==> src/include/ahr_pkg.sv <==
// Purpose: shared constants and types of the axis home-return sequencer
// Assumes: 10 MHz system clock, incremental encoder position count from outside
// Notes:   method and reference codes are the values the caller puts on the select inputs
`default_nettype none
package ahr_pkg;
  ////////////////////////////////////////////////////////////////////////////////
  // widths and reset values
  localparam int              POS_W       = 32;
  localparam logic [POS_W-1:0] HOME_COORD = 32'h0000_0000;  // coordinate given to home
  localparam logic [POS_W-1:0] OFFSET_RST = 32'h0000_0000;

  ////////////////////////////////////////////////////////////////////////////////
  // home return methods
  localparam logic [3:0] M_NEAR_FRONT  = 4'h0;  // near switch rise, then reference edge
  localparam logic [3:0] M_NEAR_ONLY   = 4'h1;  // near switch rise only
  localparam logic [3:0] M_NEAR_REAR   = 4'h2;  // near switch fall, then reference edge
  localparam logic [3:0] M_LIMIT_REV   = 4'h3;  // far limit rise, reverse, reference edge
  localparam logic [3:0] M_LIMIT_ONLY  = 4'h4;  // limit in homing direction only
  localparam logic [3:0] M_INDEX_ONLY  = 4'h5;  // reference edge only
  localparam logic [3:0] M_CONTACT_ONE = 4'h6;  // stopper torque held for a time
  localparam logic [3:0] M_CONTACT_TWO = 4'h7;  // stopper, reverse, reference edge
  localparam logic [3:0] M_DATA_SET    = 4'h8;  // present position becomes home

  ////////////////////////////////////////////////////////////////////////////////
  // final reference edge source
  localparam logic [1:0] REF_INDEX       = 2'h0;
  localparam logic [1:0] REF_LATCH_TWO   = 2'h1;  // second_latch_variant
  localparam logic [1:0] REF_LATCH_THREE = 2'h2;  // third_latch_variant

  ////////////////////////////////////////////////////////////////////////////////
  // timing
  localparam int CLK_HZ          = 10_000_000;
  localparam int CONTACT_TIME_US = 100;  // torque must persist this long
  localparam int CONTACT_CYCLES  = CONTACT_TIME_US * (CLK_HZ / 1_000_000);
  localparam int CNT_W           = 11;
  localparam logic [CNT_W-1:0] CNT_RST  = 11'h000;
  localparam logic [CNT_W-1:0] CNT_LAST = CNT_W'(CONTACT_CYCLES - 1);

  typedef enum logic [1:0] {ST_IDLE, ST_SEEK, ST_WAIT_REF} ahr_state_e;
endpackage
`default_nettype wire

==> src/design/ahr_home_seq.sv <==
// Purpose: home-return sequencer for one servo axis with an incremental encoder
// Assumes: all inputs synchronous to clk; motion profile generator obeys moveEn/moveDirFwd
// Notes:   home is recorded as a position offset; axisPos reads zero at home
//
// Contract
// RQ1: at home completion the axis coordinate becomes zero.
// RQ2: near-front mode: after near switch rises, stop on first index rise.
// RQ3: near-only mode: stop on near switch rise, that position is home.
// RQ4: near-rear mode: after near switch falls, stop on first index rise.
// RQ5: limit-reversal: opposite limit rises, reverse, stop on first index rise.
// RQ6: limit-only: stop on rise of the limit in homing direction.
// RQ7: index-only: move toward homing direction, stop on first index rise.
// RQ8: contact one: home once torque over threshold persists the set time.
// RQ9: contact two: after stopper halt, reverse and stop on index rise.
// RQ10: data-setting: no motion, present position taken as home.
// RQ11: variants two and three use latch input two or three instead of index.
// RQ12: index already high at start is not a reference edge.
// RQ13: methods are selectable only with an incremental encoder.
// RQ14: done flag rises on completion, held until any next operation starts.
// RQ15: edges sampled on clk; position captured the cycle the edge is seen.
`default_nettype none
module ahr_home_seq (
  input  wire logic                     clk,
  input  wire logic                     rst_b,
  input  wire logic                     startReq,
  input  wire logic [3:0]               methodSel,
  input  wire logic [1:0]               refSel,
  input  wire logic                     homeDirFwd,
  input  wire logic                     encIncremental,
  input  wire logic                     otherOpStart,
  input  wire logic                     nearHomeSwitch,
  input  wire logic                     limitFwd,
  input  wire logic                     limitRev,
  input  wire logic                     encIndex,
  input  wire logic                     latchInputTwo,
  input  wire logic                     latchInputThree,
  input  wire logic                     torqueAbove,
  input  wire logic [ahr_pkg::POS_W-1:0] positionIn,
  output logic                          moveEn,
  output logic                          moveDirFwd,
  output logic                          busy,
  output logic                          homeSet,
  output logic                          opDone,
  output logic [ahr_pkg::POS_W-1:0]     homeOffset,
  output logic [ahr_pkg::POS_W-1:0]     axisPos
);
  ahr_pkg::ahr_state_e              state_reg, state_next;
  logic                             dir_reg, dir_next;
  logic                             prevNear_reg, prevLimF_reg, prevLimR_reg, prevRef_reg;
  logic [ahr_pkg::CNT_W-1:0]        contactCnt_reg, contactCnt_next;
  logic [ahr_pkg::POS_W-1:0]        offset_reg, axisPos_reg, axisPos_next;
  logic                             done_reg, homeSet_reg;
  logic                             refLevel, refRise, nearRise, nearFall;
  logic                             limFRise, limRRise, limHomeRise, limOppRise;
  logic                             contactHit, startOk, seekHit, capture, goRef, reverse;

  //////////////////////////////////////////////////////////////////////////////
  // edge detection on clk; registered previous levels avoid a false edge at start
  assign refLevel = (refSel == ahr_pkg::REF_LATCH_TWO)   ? latchInputTwo :   // RQ11
                    (refSel == ahr_pkg::REF_LATCH_THREE) ? latchInputThree :
                                                           encIndex;
  assign refRise  = refLevel & ~prevRef_reg;          // RQ12 RQ15
  assign nearRise = nearHomeSwitch & ~prevNear_reg;   // RQ15
  assign nearFall = ~nearHomeSwitch & prevNear_reg;
  assign limFRise = limitFwd & ~prevLimF_reg;
  assign limRRise = limitRev & ~prevLimR_reg;
  assign limHomeRise = homeDirFwd ? limFRise : limRRise;
  assign limOppRise  = homeDirFwd ? limRRise : limFRise;
  assign contactHit  = torqueAbove && (contactCnt_reg == ahr_pkg::CNT_LAST);  // RQ8

  // a start is taken only from idle and only with an incremental encoder
  assign startOk = startReq && encIncremental && (state_reg == ahr_pkg::ST_IDLE);  // RQ13

  //////////////////////////////////////////////////////////////////////////////
  // first-stage event per method while seeking
  assign seekHit = (methodSel == ahr_pkg::M_NEAR_ONLY)   ? nearRise :     // RQ3
                   (methodSel == ahr_pkg::M_LIMIT_ONLY)  ? limHomeRise :  // RQ6
                   (methodSel == ahr_pkg::M_CONTACT_ONE) ? contactHit :   // RQ8
                   1'b0;
  assign goRef   = (methodSel == ahr_pkg::M_NEAR_FRONT)  ? nearRise :     // RQ2
                   (methodSel == ahr_pkg::M_NEAR_REAR)   ? nearFall :     // RQ4
                   (methodSel == ahr_pkg::M_LIMIT_REV)   ? limOppRise :   // RQ5
                   (methodSel == ahr_pkg::M_CONTACT_TWO) ? contactHit :   // RQ9
                   1'b0;
  // these two methods first run away from home, then turn round
  assign reverse = (methodSel == ahr_pkg::M_LIMIT_REV) ||
                   (methodSel == ahr_pkg::M_CONTACT_TWO);

  //////////////////////////////////////////////////////////////////////////////
  // sequencer
  always_comb begin
    state_next = state_reg;
    dir_next   = dir_reg;
    capture    = 1'b0;
    case (state_reg)
      ahr_pkg::ST_IDLE: begin
        if (startOk) begin
          dir_next = reverse ? ~homeDirFwd : homeDirFwd;
          if (methodSel == ahr_pkg::M_DATA_SET) begin
            capture = 1'b1;                                   // RQ10
          end else if (methodSel == ahr_pkg::M_INDEX_ONLY) begin
            state_next = ahr_pkg::ST_WAIT_REF;                // RQ7
          end else begin
            state_next = ahr_pkg::ST_SEEK;                    // RQ12
          end
        end
      end
      ahr_pkg::ST_SEEK: begin
        if (seekHit) begin
          capture    = 1'b1;
          state_next = ahr_pkg::ST_IDLE;
        end else if (goRef) begin
          dir_next   = homeDirFwd;                            // RQ5 RQ9
          state_next = ahr_pkg::ST_WAIT_REF;
        end
      end
      ahr_pkg::ST_WAIT_REF: begin
        if (refRise) begin
          capture    = 1'b1;                                  // RQ2 RQ4 RQ7
          state_next = ahr_pkg::ST_IDLE;
        end
      end
      default: state_next = ahr_pkg::ST_IDLE;
    endcase
  end

  // torque timer only runs in ST_SEEK, whatever the method; any dip restarts it
  assign contactCnt_next = (state_reg != ahr_pkg::ST_SEEK || !torqueAbove || contactHit) ?
                           ahr_pkg::CNT_RST : contactCnt_reg + 1'b1;
  // coordinate reads zero the cycle after capture, with homeSet, and relative to home after that
  assign axisPos_next = capture ? ahr_pkg::HOME_COORD : positionIn - offset_reg;  // RQ1

  //////////////////////////////////////////////////////////////////////////////
  // state and edge registers
  always_ff @(posedge clk or negedge rst_b) begin
    if (!rst_b) begin
      state_reg      <= ahr_pkg::ST_IDLE;
      dir_reg        <= 1'b0;
      contactCnt_reg <= ahr_pkg::CNT_RST;
      prevNear_reg   <= 1'b0;
      prevLimF_reg   <= 1'b0;
      prevLimR_reg   <= 1'b0;
      prevRef_reg    <= 1'b0;
    end else begin
      state_reg      <= state_next;
      dir_reg        <= dir_next;
      contactCnt_reg <= contactCnt_next;
      prevNear_reg   <= nearHomeSwitch;
      prevLimF_reg   <= limitFwd;
      prevLimR_reg   <= limitRev;
      prevRef_reg    <= refLevel;
    end
  end

  // home capture and done flag; a completion beats a same-cycle clear
  always_ff @(posedge clk or negedge rst_b) begin
    if (!rst_b) begin
      offset_reg  <= ahr_pkg::OFFSET_RST;
      axisPos_reg <= ahr_pkg::HOME_COORD;
      done_reg    <= 1'b0;
      homeSet_reg <= 1'b0;
    end else begin
      if (capture) offset_reg <= positionIn;                  // RQ15
      axisPos_reg <= axisPos_next;
      homeSet_reg <= capture;
      if (capture) done_reg <= 1'b1;                          // RQ14
      else if (startOk || otherOpStart) done_reg <= 1'b0;     // RQ14
    end
  end

  //////////////////////////////////////////////////////////////////////////////
  // outputs
  assign busy       = (state_reg != ahr_pkg::ST_IDLE);
  assign moveEn     = busy;             // motion stops the cycle after capture
  assign moveDirFwd = dir_reg;
  assign homeSet    = homeSet_reg;
  assign opDone     = done_reg;
  assign homeOffset = offset_reg;
  assign axisPos    = axisPos_reg;

  // assertion helper: run of consecutive torque samples, saturating so it never wraps
  logic [ahr_pkg::CNT_W-1:0] torqueRun_reg;
  always_ff @(posedge clk or negedge rst_b) begin
    if (!rst_b) torqueRun_reg <= ahr_pkg::CNT_RST;
    else if (!torqueAbove) torqueRun_reg <= ahr_pkg::CNT_RST;
    else if (torqueRun_reg != 11'h7ff) torqueRun_reg <= torqueRun_reg + 1'b1;
  end
endmodule
`default_nettype wire

==> config.mk <==
export PLATFORM = sky130hd
export DESIGN_NAME = ahr_home_seq
export DESIGN_NICKNAME = d
export VERILOG_FILES = /design/src/include/ahr_pkg.sv /design/src/design/ahr_home_seq.sv
export SDC_FILE = /design/constraint.sdc
export NUM_CORES = 1
export LEC_CHECK = 0
export ABC_AREA = 1
export BUFFER_PORTS_ARGS = -buffer_cell sky130_fd_sc_hd__buf_2
export CAP_MARGIN = 30
export CORE_MARGIN = 10
export CORE_UTILIZATION = 27
export CTS_BUF_LIST = sky130_fd_sc_hd__clkbuf_16
export DETAILED_ROUTE_END_ITERATION = 10
export PLACE_DENSITY = 0.45
export SETUP_SLACK_MARGIN = 0.5
export SLEW_MARGIN = 10
export SYNTH_ARGS = -nofsm -noshare
export SYNTH_HDL_FRONTEND = slang
export SYNTH_SLANG_ARGS = --single-unit
==> constraint.sdc <==
create_clock -name clk -period 2.6 [get_ports clk]
set_input_delay 0.26 -clock clk [delete_from_list [all_inputs] [get_ports clk]]
set_output_delay 0.26 -clock clk [all_outputs]
set_load 0.02 [all_outputs]
==> results of run 1 <==
==> cell usage after synthesis, drive strengths merged <==
library cell	n	area share [%]
ha	32	6.7
nor3	11	0.92
and2	2	0.21
xor2	5	0.73
a21o	1	0.13
fa	1	0.34
o21bai	3	0.38
nand3	45	3.9
nand3b	2	0.25
inv	183	12
o31ai	1	0.13
a21oi	35	3.0
a31oi	2	0.21
o21ai	39	4.2
nand4	13	1.5
nor2	102	6.5
buf	11	2.0
xnor2	14	2.1
a21boi	1	0.13
dfrtp	84	35
and3	1	0.10
nor3b	1	0.13
nand2	300	20
==> layer usage <==
metal | vias to the layer above | GRT usage, % | share of wire [%]
li1 | 2964 | - | -
met3 | 15 | 4.145 | 7.3
met1 | 2496 | 15.83 | 46
met2 | 132 | 21.14 | 46
met5 | - | 0 | 0
met4 | 0 | 3.444 | 1.3
==> power by group through the flow <==
| stage | clock network (mW) | logic, mW | registers, mW |
|---|---|---|---|
| floorplan | 0 | 3.08 | 2.79 |
| global placement | 0 | 5.46 | 2.15 |
| detailed placement | 0 | 5.44 | 2.15 |
| CTS | 1.77 | 5.48 | 2.13 |
| global route | 1.81 | 6.25 | 2.18 |
| finish | 1.71 | 5.51 | 2.12 |
==> kinds of logic (layout without fill, tap and decap cells) <==
logic type                 count (synthesis)  after routing  share of synthesized area (%)
adders and majority gates                 33             33                          7.047
and+or+nand+nor                          477            477                          33.20
AOI/OAI and AO/OA                         82             82                          8.180
xor gates and xnor gates                  19             19                          2.789
buffers and inverters                    194            330                          13.55
DFF                                       84             84                          35.23
==> cells in the final DEF, fill, tap and decap left out, drive strengths merged, types with 3 or more instances in the layout <==
master,n
xor2,5
nor2,102
ha,32
inv,183
dfrtp,84
xnor2,14
nor3,11
a21oi,35
nand3,45
o21bai,3
nand2,300
bufinv,5
nand4,13
clkbuf,9
buf,130
o21ai,39
==> worst paths after layout <==
kind / cells past startpoint / start / slack (ps) / end
min reg2reg: 1 / contactCnt_reg[0] / 470 / contactCnt_reg[0]
min in group asynchronous: 2 / rst_b / 390 / homeOffset[11]
max: 11 / homeOffset[3] / 620 / axisPos[29]
max reg2reg: 11 / homeOffset[3] / 620 / axisPos[29]
max in group asynchronous: 3 / rst_b / 1530 / homeOffset[27]
min: 1 / nearHomeSwitch / 30 / prevNear_reg
==> layout make-up <==
| cell class | instances | area [µm²] |
|---|---|---|
| Clock buffer | 9 | 225.2 |
| Clock inverter | 7 | 162.7 |
| Fill cell | 2465 | 14350 |
| Inverter | 183 | 686.9 |
| Multi-Input combinational cell | 611 | 3148 |
| Sequential cell | 84 | 2102 |
| Tap cell | 280 | 350.3 |
| Timing Repair Buffer | 131 | 735.7 |
==> worst max-delay path, cell delays in order (launching register included) <==
cell,delay (ps)
dfrtp_1,340
inv_1,60
ha_2,370
nand2_1,110
nor2_1,170
nand2_1,70
nand3_1,140
nand2_1,80
nand2_1,180
nand2_1,110
a21oi_1,170
nor2_1,70
==> stage by stage <==
stage	std cells	area, µm²
2_1_floorplan	889	5966
3_3_place_gp	1284	6883
3_5_place_dp	1284	6883
4_1_cts	1301	7288
5_1_grt	1305	7411
6_report	1305	7411
==> timing repair <==
action | CTS | global route
hold buffers | 1 | 0
cloned | 0 | 0
pin swaps | 0 | 1
endpoints found under the setup margin | 5 | 47
resized for setup | 2 | 22
setup buffers | 0 | 4
hold endpoints to repair | 29 | 0
==> results.json, run 1 <==
{
  "htreeDepth": 3,
  "clockBufferDepth": 2,
  "peakVddDrop_mv": 0.4279,
  "rsz0062_at_grt": "true",
  "max-slew-margin-rel_pct": 70.62,
  "yosysSeqAreaShare_pct": 35.23,
  "grt_max_degree": 56,
  "synth_area_per_cell_um2": 6.711,
  "post-place-ws_ps": 453.6,
  "routed_wl_mm": 18.12,
  "swShare_pct": 47.59,
  "critPathArrivalTime_ps": 2220,
  "viasPerCell": 4.297,
  "path_max_fanout": 5,
  "insertion_delay_ps": 350,
  "cts_sinks": 84,
  "portBuffers": 119,
  "firstDrtPassIters": 4,
  "ctsRootBufferMaster": "clkbuf_16",
  "cellPowerDensity_mw_per_mm2": 1261,
  "yosysWarnings": 0,
  "ys_types": 36,
  "hold_path_class": "in -> reg",
  "drt-initial-drc-count": 361,
  "dieArea_mm2": 0.02844,
  "die-width_um": 168.6,
  "initial_utilization_pct": 27.42,
  "grt_use_total_pct": 12.86,
  "die_h_um": 168.6,
  "path_clk_slew_ps": 70,
  "fmax_mhz": 505.2,
  "wire_per_inst_um": 13.88,
  "utilization_pct": 34.06,
  "synthCells": 889,
  "status": "finished clean",
  "power_frac_seq_pct": 22.7,
  "pwr-share-comb_pct": 59.0,
  "fin_nets": 1104,
  "p_int_mw": 4.896,
  "finalWorstSetupSlack_ps": 620.5,
  "switchingPower_mw": 4.446,
  "syn_to_final_growth_pct": 24.22,
  "grt_pass1_wl_mm": 29.62,
  "fin_tns_setup_ps": 0,
  "core.rowCount": 54,
  "fin_skew_ps": 9.097,
  "synthesis.area_mm2": 0.005966,
  "endpoint_kind": "flop",
  "antenna_cells": 0,
  "finalMaxSlewViolations": 0,
  "pwr-share-clk_pct": 18.3,
  "numCtsBuffers": 9,
  "hold_violations": 0,
  "io_pins": 120,
  "finalWeightedCongestion": 0.8660,
  "ys_ff_latch": 84,
  "core_area_mm2": 0.02176,
  "power.total_mw": 9.341,
  "hpwl_mm": 14.87,
  "cp-start-kind": "flop",
  "hold-worst-slack_ps": 30.30,
  "overflow": 0,
  "worstMarginPinSlew_ps": 440.7,
  "drc_errors": 0,
  "antenna_found_initial": 0,
  "p_leak_nw": 4.198,
  "required_ps": 2840,
  "cts_tree": "built",
  "dr_total_vias": 5607,
  "grt_pass1_vias": 5734,
  "ant_nets": 0,
  "fin_crit_ps": 1980,
  "max_cap_violations": 0,
  "setup_viol": 0,
  "fin_crit_sh_pct": 76.14,
  "synth_nets": 973,
  "path_class": "reg -> reg",
  "drive_above_1_share_pct": 19.90
}
(Power assumes the default switching activity.)
==> inputs of run 2 (changes only) <==
clock period = 1.95 ns   (was 2.6 ns; I/O delays follow)
==> run 2 against run 1 <==
Against the previous run:
- die area is the same
- sequential share of layout area shrank 5.8 points
- via count grew 6.9%
- critical path depth is the same
- cell area grew 28%
- combinational power grew 94%
- sequential power grew 40%
- register-to-register slack lost 510 ps
- maximum frequency grew 7.5%
- non-clock buffer count grew 56
==> results.json, run 2 (synthesized netlist as in run 1, its figures left out) <==
{
  "status": "finished clean",
  "critPathMaxStageDelay_ps": 430,
  "worst_r2r_startpoint": "homeOffset[0]",
  "wl_met3_mm": 1.262,
  "portBuffers": 119,
  "initial_utilization_pct": 27.42,
  "hold_path_class": "in -> reg",
  "htreeDepth": 3,
  "cts_tree": "built",
  "core.rowCount": 54,
  "drive_above_1_share_pct": 50.79,
  "grt_use_total_pct": 14.01,
  "path_class": "reg -> reg",
  "cp-start-kind": "flop",
  "die-width_um": 168.6,
  "grt_pass1_vias": 6267,
  "worstMarginPinSlew_ps": 467.1,
  "fin_crit_ps": 1842,
  "die_h_um": 168.6,
  "fin_nets": 1160,
  "path_clk_slew_ps": 60,
  "fin_skew_ps": 8.375,
  "endpoint_kind": "flop",
  "cts_sinks": 84,
  "final_common_cell": "nand2_1",
  "viasPerCell": 4.399,
  "finalMaxSlewViolations": 0,
  "grt_max_degree": 32,
  "wl_met1_mm": 8.931,
  "numCtsBuffers": 9,
  "insertion_delay_ps": 360,
  "critical_path.top_delay_family": "adder cells",
  "routed_wl_mm": 20.28,
  "ctsRootBufferMaster": "clkbuf_16",
  "hold_violations": 0,
  "critPathSlowestCell": "dfrtp_2",
  "utilization_pct": 43.55,
  "p_leak_nw": 4.922,
  "maxUsedRoutingLayer": "met4",
  "critPathArrivalTime_ps": 2090,
  "cp.depth": 11,
  "overflow": 0,
  "required_ps": 2200,
  "startpoint": "homeOffset[0]",
  "finalWeightedCongestion": 0.8592,
  "reg2reg_to": "axisPos[20]",
  "fmax_mhz": 542.8,
  "cellPowerDensity_mw_per_mm2": 1625,
  "drt-initial-drc-count": 236,
  "fin_crit_sh_pct": 94.47,
  "core_area_mm2": 0.02176,
  "crit_buf_inv": 2,
  "dieArea_mm2": 0.02844,
  "layout_common_cells": "193 x nand2_1, 142 x inv_1, 118 x buf_2",
  "hold_path_depth": 2,
  "setup_viol": 0,
  "grt_pass1_wl_mm": 32.29,
  "ant_nets": 0,
  "rsz0062_at_grt": "true",
  "clockBufferDepth": 2,
  "syn_to_final_growth_pct": 58.81,
  "instances_no_fill": 1363,
  "ff2ff_path_depth": 11,
  "max_cap_violations": 0,
  "route.met2.wl_mm": 9.731,
  "max-slew-margin-rel_pct": 68.86,
  "crit_path_cell_trace": "ha_4, fa_2, inv_4, nand3_4, nand3_4, buf_4, nand3_2, nand3_2, nand2_1, nand2_2, nor2_2",
  "endpoint": "axisPos[20]",
  "antenna_found_initial": 2,
  "drc_errors": 0,
  "dpl.cell_count": 1284,
  "reg2reg_setup_slack_ps": 110,
  "io_pins": 120,
  "dr_total_vias": 5996,
  "firstDrtPassIters": 4,
  "path_max_fanout": 4,
  "peakVddDrop_mv": 0.4697,
  "fin_tns_setup_ps": 0,
  "wire_per_inst_um": 14.88,
  "hpwl_mm": 14.89
}
## run 2: changes by cell type in the layout (fill, tap and decap cells not counted), moves of 26 or more
cell     change
nand2_1     -85
dfrtp_2     +32
nor2_2      +27
inv_1       -39
ha_1        -26
dfrtp_1     -32
nand2_2     +43
ha_4        +26
nor2_1      -49
nand2_4     +43
inv_2       +37
## run 2: power by group
part	internal (mW)	leakage (nW)	switching, mW
registers	2.56	0.990	0.394
logic	4.42	3.80	6.28
clock network	0.976	0.135	0.766
total	7.96	4.92	7.44
## run 2: stage by stage
step                      power (mW)  setup slack, ps  cell area, µm²  hold WS [ps]
final                          15.40            107.9            9474         17.24
after global routing           16.64            14.27            9472         19.04
after CTS                      14.46            136.2            8927         11.89
after detailed placement       11.01            38.90            7401         188.0
after global placement         11.03            22.55            7401         180.5
after floorplan                8.642            230.3            6475        -100.6
## run 2: layout make-up
class,instances,area (µm²)
inverters,183,694.4
clock buffers,9,225.2
flip-flops and latches,84,2142
multi-input cells,611,4509
fillers,2267,12280
diodes,2,5.005
clock inverters,7,60.06
well taps,280,350.3
repair buffers,187,1488
## run 2: what timing repair did
item                                   in CTS  in global routing
hold buffers                                4                  0
endpoints found under the hold margin      32                  0
cloned                                      8                  2
setup endpoints to repair                  78                 80
gates resized for setup                   188                127
buffers inserted                           40                  7
pin swaps                                  61                 40
## run 2: worst reg2reg max path, stage by stage, from the launching register on
cell and delay (ps):
dfrtp_2 430, ha_4 170, fa_2 420, inv_4 100
nand3_4 70, nand3_4 100, buf_4 130, nand3_2 70
nand3_2 90, nand2_1 70, nand2_2 60, nor2_2 40
## run 2: layer usage
layer	up-vias	track usage, %
li1	3102	-
met1	2765	17.05
met2	110	23.47
met3	19	3.705
met4	0	4.656
met5	-	0
## run 2: worst min path at each step
stage,from,end
after floorplan,rst_b,axisPos[0]
after CTS,otherOpStart,opDone
after global placement,rst_b,axisPos[9]
final,otherOpStart,opDone
after global routing,otherOpStart,opDone
after detailed placement,rst_b,homeOffset[10]
==> inputs of run 3 (changes only) <==
CORE_MARGIN = 1   (was 10)
==> run 3 against run 2 <==
Against the previous run:
- global-route usage is 3.6 points higher
- critical path depth is 1 lower
- via count is 0.85% higher
==> results.json, run 3 (synthesized netlist as in run 1, its figures left out) <==
{
  "hold_path_depth": 3,
  "max_cap_violations": 0,
  "core_area_mm2": 0.02176,
  "critPathArrivalTime_ps": 2070,
  "numCtsBuffers": 9,
  "min-delay-start": "positionIn[29]",
  "grt_pass1_vias": 5958,
  "antenna_cells": 0,
  "cellPowerDensity_mw_per_mm2": 1636,
  "fin_crit_ps": 1816,
  "finalMaxSlewViolations": 0,
  "crit_buf_inv": 1,
  "rsz0062_at_grt": "true",
  "wire_per_inst_um": 14.14,
  "viasPerCell": 4.360,
  "grt_use_total_pct": 17.62,
  "final_common_cell": "nand2_1",
  "firstDrtPassIters": 4,
  "htreeDepth": 3,
  "critical_path.top_delay_family": "adder cells",
  "die-width_um": 150.6,
  "overflow": 0,
  "dr_total_vias": 6047,
  "endpoint_kind": "flop",
  "min_to": "homeOffset[29]",
  "ant_nets": 0,
  "dieArea_mm2": 0.02269,
  "fin_crit_sh_pct": 93.15,
  "path_clk_slew_ps": 70,
  "fill_cells": 2230,
  "syn_to_final_growth_pct": 65.58,
  "required_ps": 2200,
  "ctsRootBufferMaster": "clkbuf_16",
  "reg2reg_to": "axisPos[28]",
  "die_h_um": 150.6,
  "hold-worst-slack_ps": 60.61,
  "cts_tree": "built",
  "critPathMaxStageDelay_ps": 420,
  "worst_r2r_startpoint": "homeOffset[0]",
  "critPathSlowestCell": "dfrtp_2",
  "cp-start-kind": "flop",
  "dpl.cell_count": 1285,
  "clockBufferDepth": 2,
  "path_class": "reg -> reg",
  "cts_sinks": 84,
  "crit_path_cell_trace": "ha_4, fa_2, inv_4, nand3_4, nand3_4, nand2_2, nand2_4, nand2_4, a21oi_4, nor2_4",
  "instances_no_fill": 1387,
  "layout_common_cells": "177 x nand2_1, 133 x inv_1, 118 x buf_2",
  "ff2ff_path_depth": 10,
  "setup_viol": 0,
  "peakVddDrop_mv": 0.6170,
  "core.rowCount": 54,
  "hpwl_mm": 13.63,
  "utilization_pct": 45.40,
  "drive_above_1_share_pct": 53.39,
  "fin_tns_setup_ps": 0,
  "grt_pass1_wl_mm": 30.33,
  "fin_skew_ps": 11.71,
  "hold_path_class": "in -> reg",
  "portBuffers": 119,
  "status": "finished clean",
  "io_pins": 120,
  "p_leak_nw": 5.037,
  "routed_wl_mm": 19.61,
  "insertion_delay_ps": 360,
  "antenna_found_initial": 1,
  "drt-initial-drc-count": 265,
  "hold_violations": 0,
  "reg2reg_setup_slack_ps": 130,
  "grt_max_degree": 34,
  "drc_errors": 0,
  "max-slew-margin-rel_pct": 70.96,
  "cp.depth": 10,
  "worstMarginPinSlew_ps": 435.6,
  "fin_nets": 1186,
  "fmax_mhz": 550.5,
  "initial_utilization_pct": 27.42,
  "path_max_fanout": 4,
  "finalWeightedCongestion": 0.8616
}
## run 3: cell count changes in the layout (fill, tap and decap cells not counted), sizes merged
cell         delta
buf            +21
clkbuf          +3
clkinv          -2
diode           -2
clkinvlp        +1
dlygate4sd3     +1
inv             +1
nand2           +1
## run 3: worst max-delay path by stage
stage	startpoint	endpoint
2_1_floorplan	homeOffset[0]	axisPos[24]
3_3_place_gp	homeOffset[0]	axisPos[24]
3_5_place_dp	homeOffset[0]	axisPos[24]
4_1_cts	homeOffset[0]	axisPos[28]
5_1_grt	homeOffset[20]	axisPos[28]
6_report	homeOffset[0]	axisPos[28]
## run 3: power breakdown
| group | leakage, nW | switching, mW | internal (mW) |
|---|---|---|---|
| Combinational | 3.91 | 6.55 | 4.89 |
| Clock | 0.138 | 0.798 | 1.00 |
| Sequential | 0.990 | 0.361 | 2.56 |
| Total | 5.04 | 7.71 | 8.45 |
## run 3: cell type report
cell class | instances | area (µm²) | share of cell area (%)
clock buffer | 9 | 225.2 | 2.280
inverter | 183 | 699.4 | 7.080
timing repair buffer | 212 | 1790 | 18.13
clock inverter | 7 | 75.07 | 0.7600
tap | 280 | 350.3 | 3.547
sequential | 84 | 2142 | 21.68
multi-input combinational | 612 | 4596 | 46.52
## run 3: through the flow
step / total power, mW / area (µm²) / worst slack [ps]
global placement: 10.93 / 7408 / 31.70
detailed placement: 10.91 / 7408 / 38.33
floorplan: 8.642 / 6475 / 230.3
CTS: 14.40 / 8959 / 156.7
global route: 17.48 / 9878 / 19.48
finish: 16.16 / 9878 / 133.5
## run 3: worst register-to-register path: stages (launching register included)
cell     delay, ps
dfrtp_2        420
ha_4           170
fa_2           370
inv_4          100
nand3_4         70
nand3_4        100
nand2_2         80
nand2_4        110
nand2_4         70
a21oi_4        170
nor2_4          50
## run 3: routing by layer
metal,up-vias,track usage (%),wire length (µm)
met3,17,4.182,1058
met5,-,0,0
li1,3157,-,-
met1,2769,22.15,8671
met2,104,29.54,9575
met4,0,5.750,306
## run 3: timing repair
item,in CTS,in global routing
gates resized for setup,138,185
hold endpoints to repair,29,0
hold buffers,5,0
setup endpoints to repair,79,80
pin swaps,41,59
setup buffers,53,14
cloned,9,5
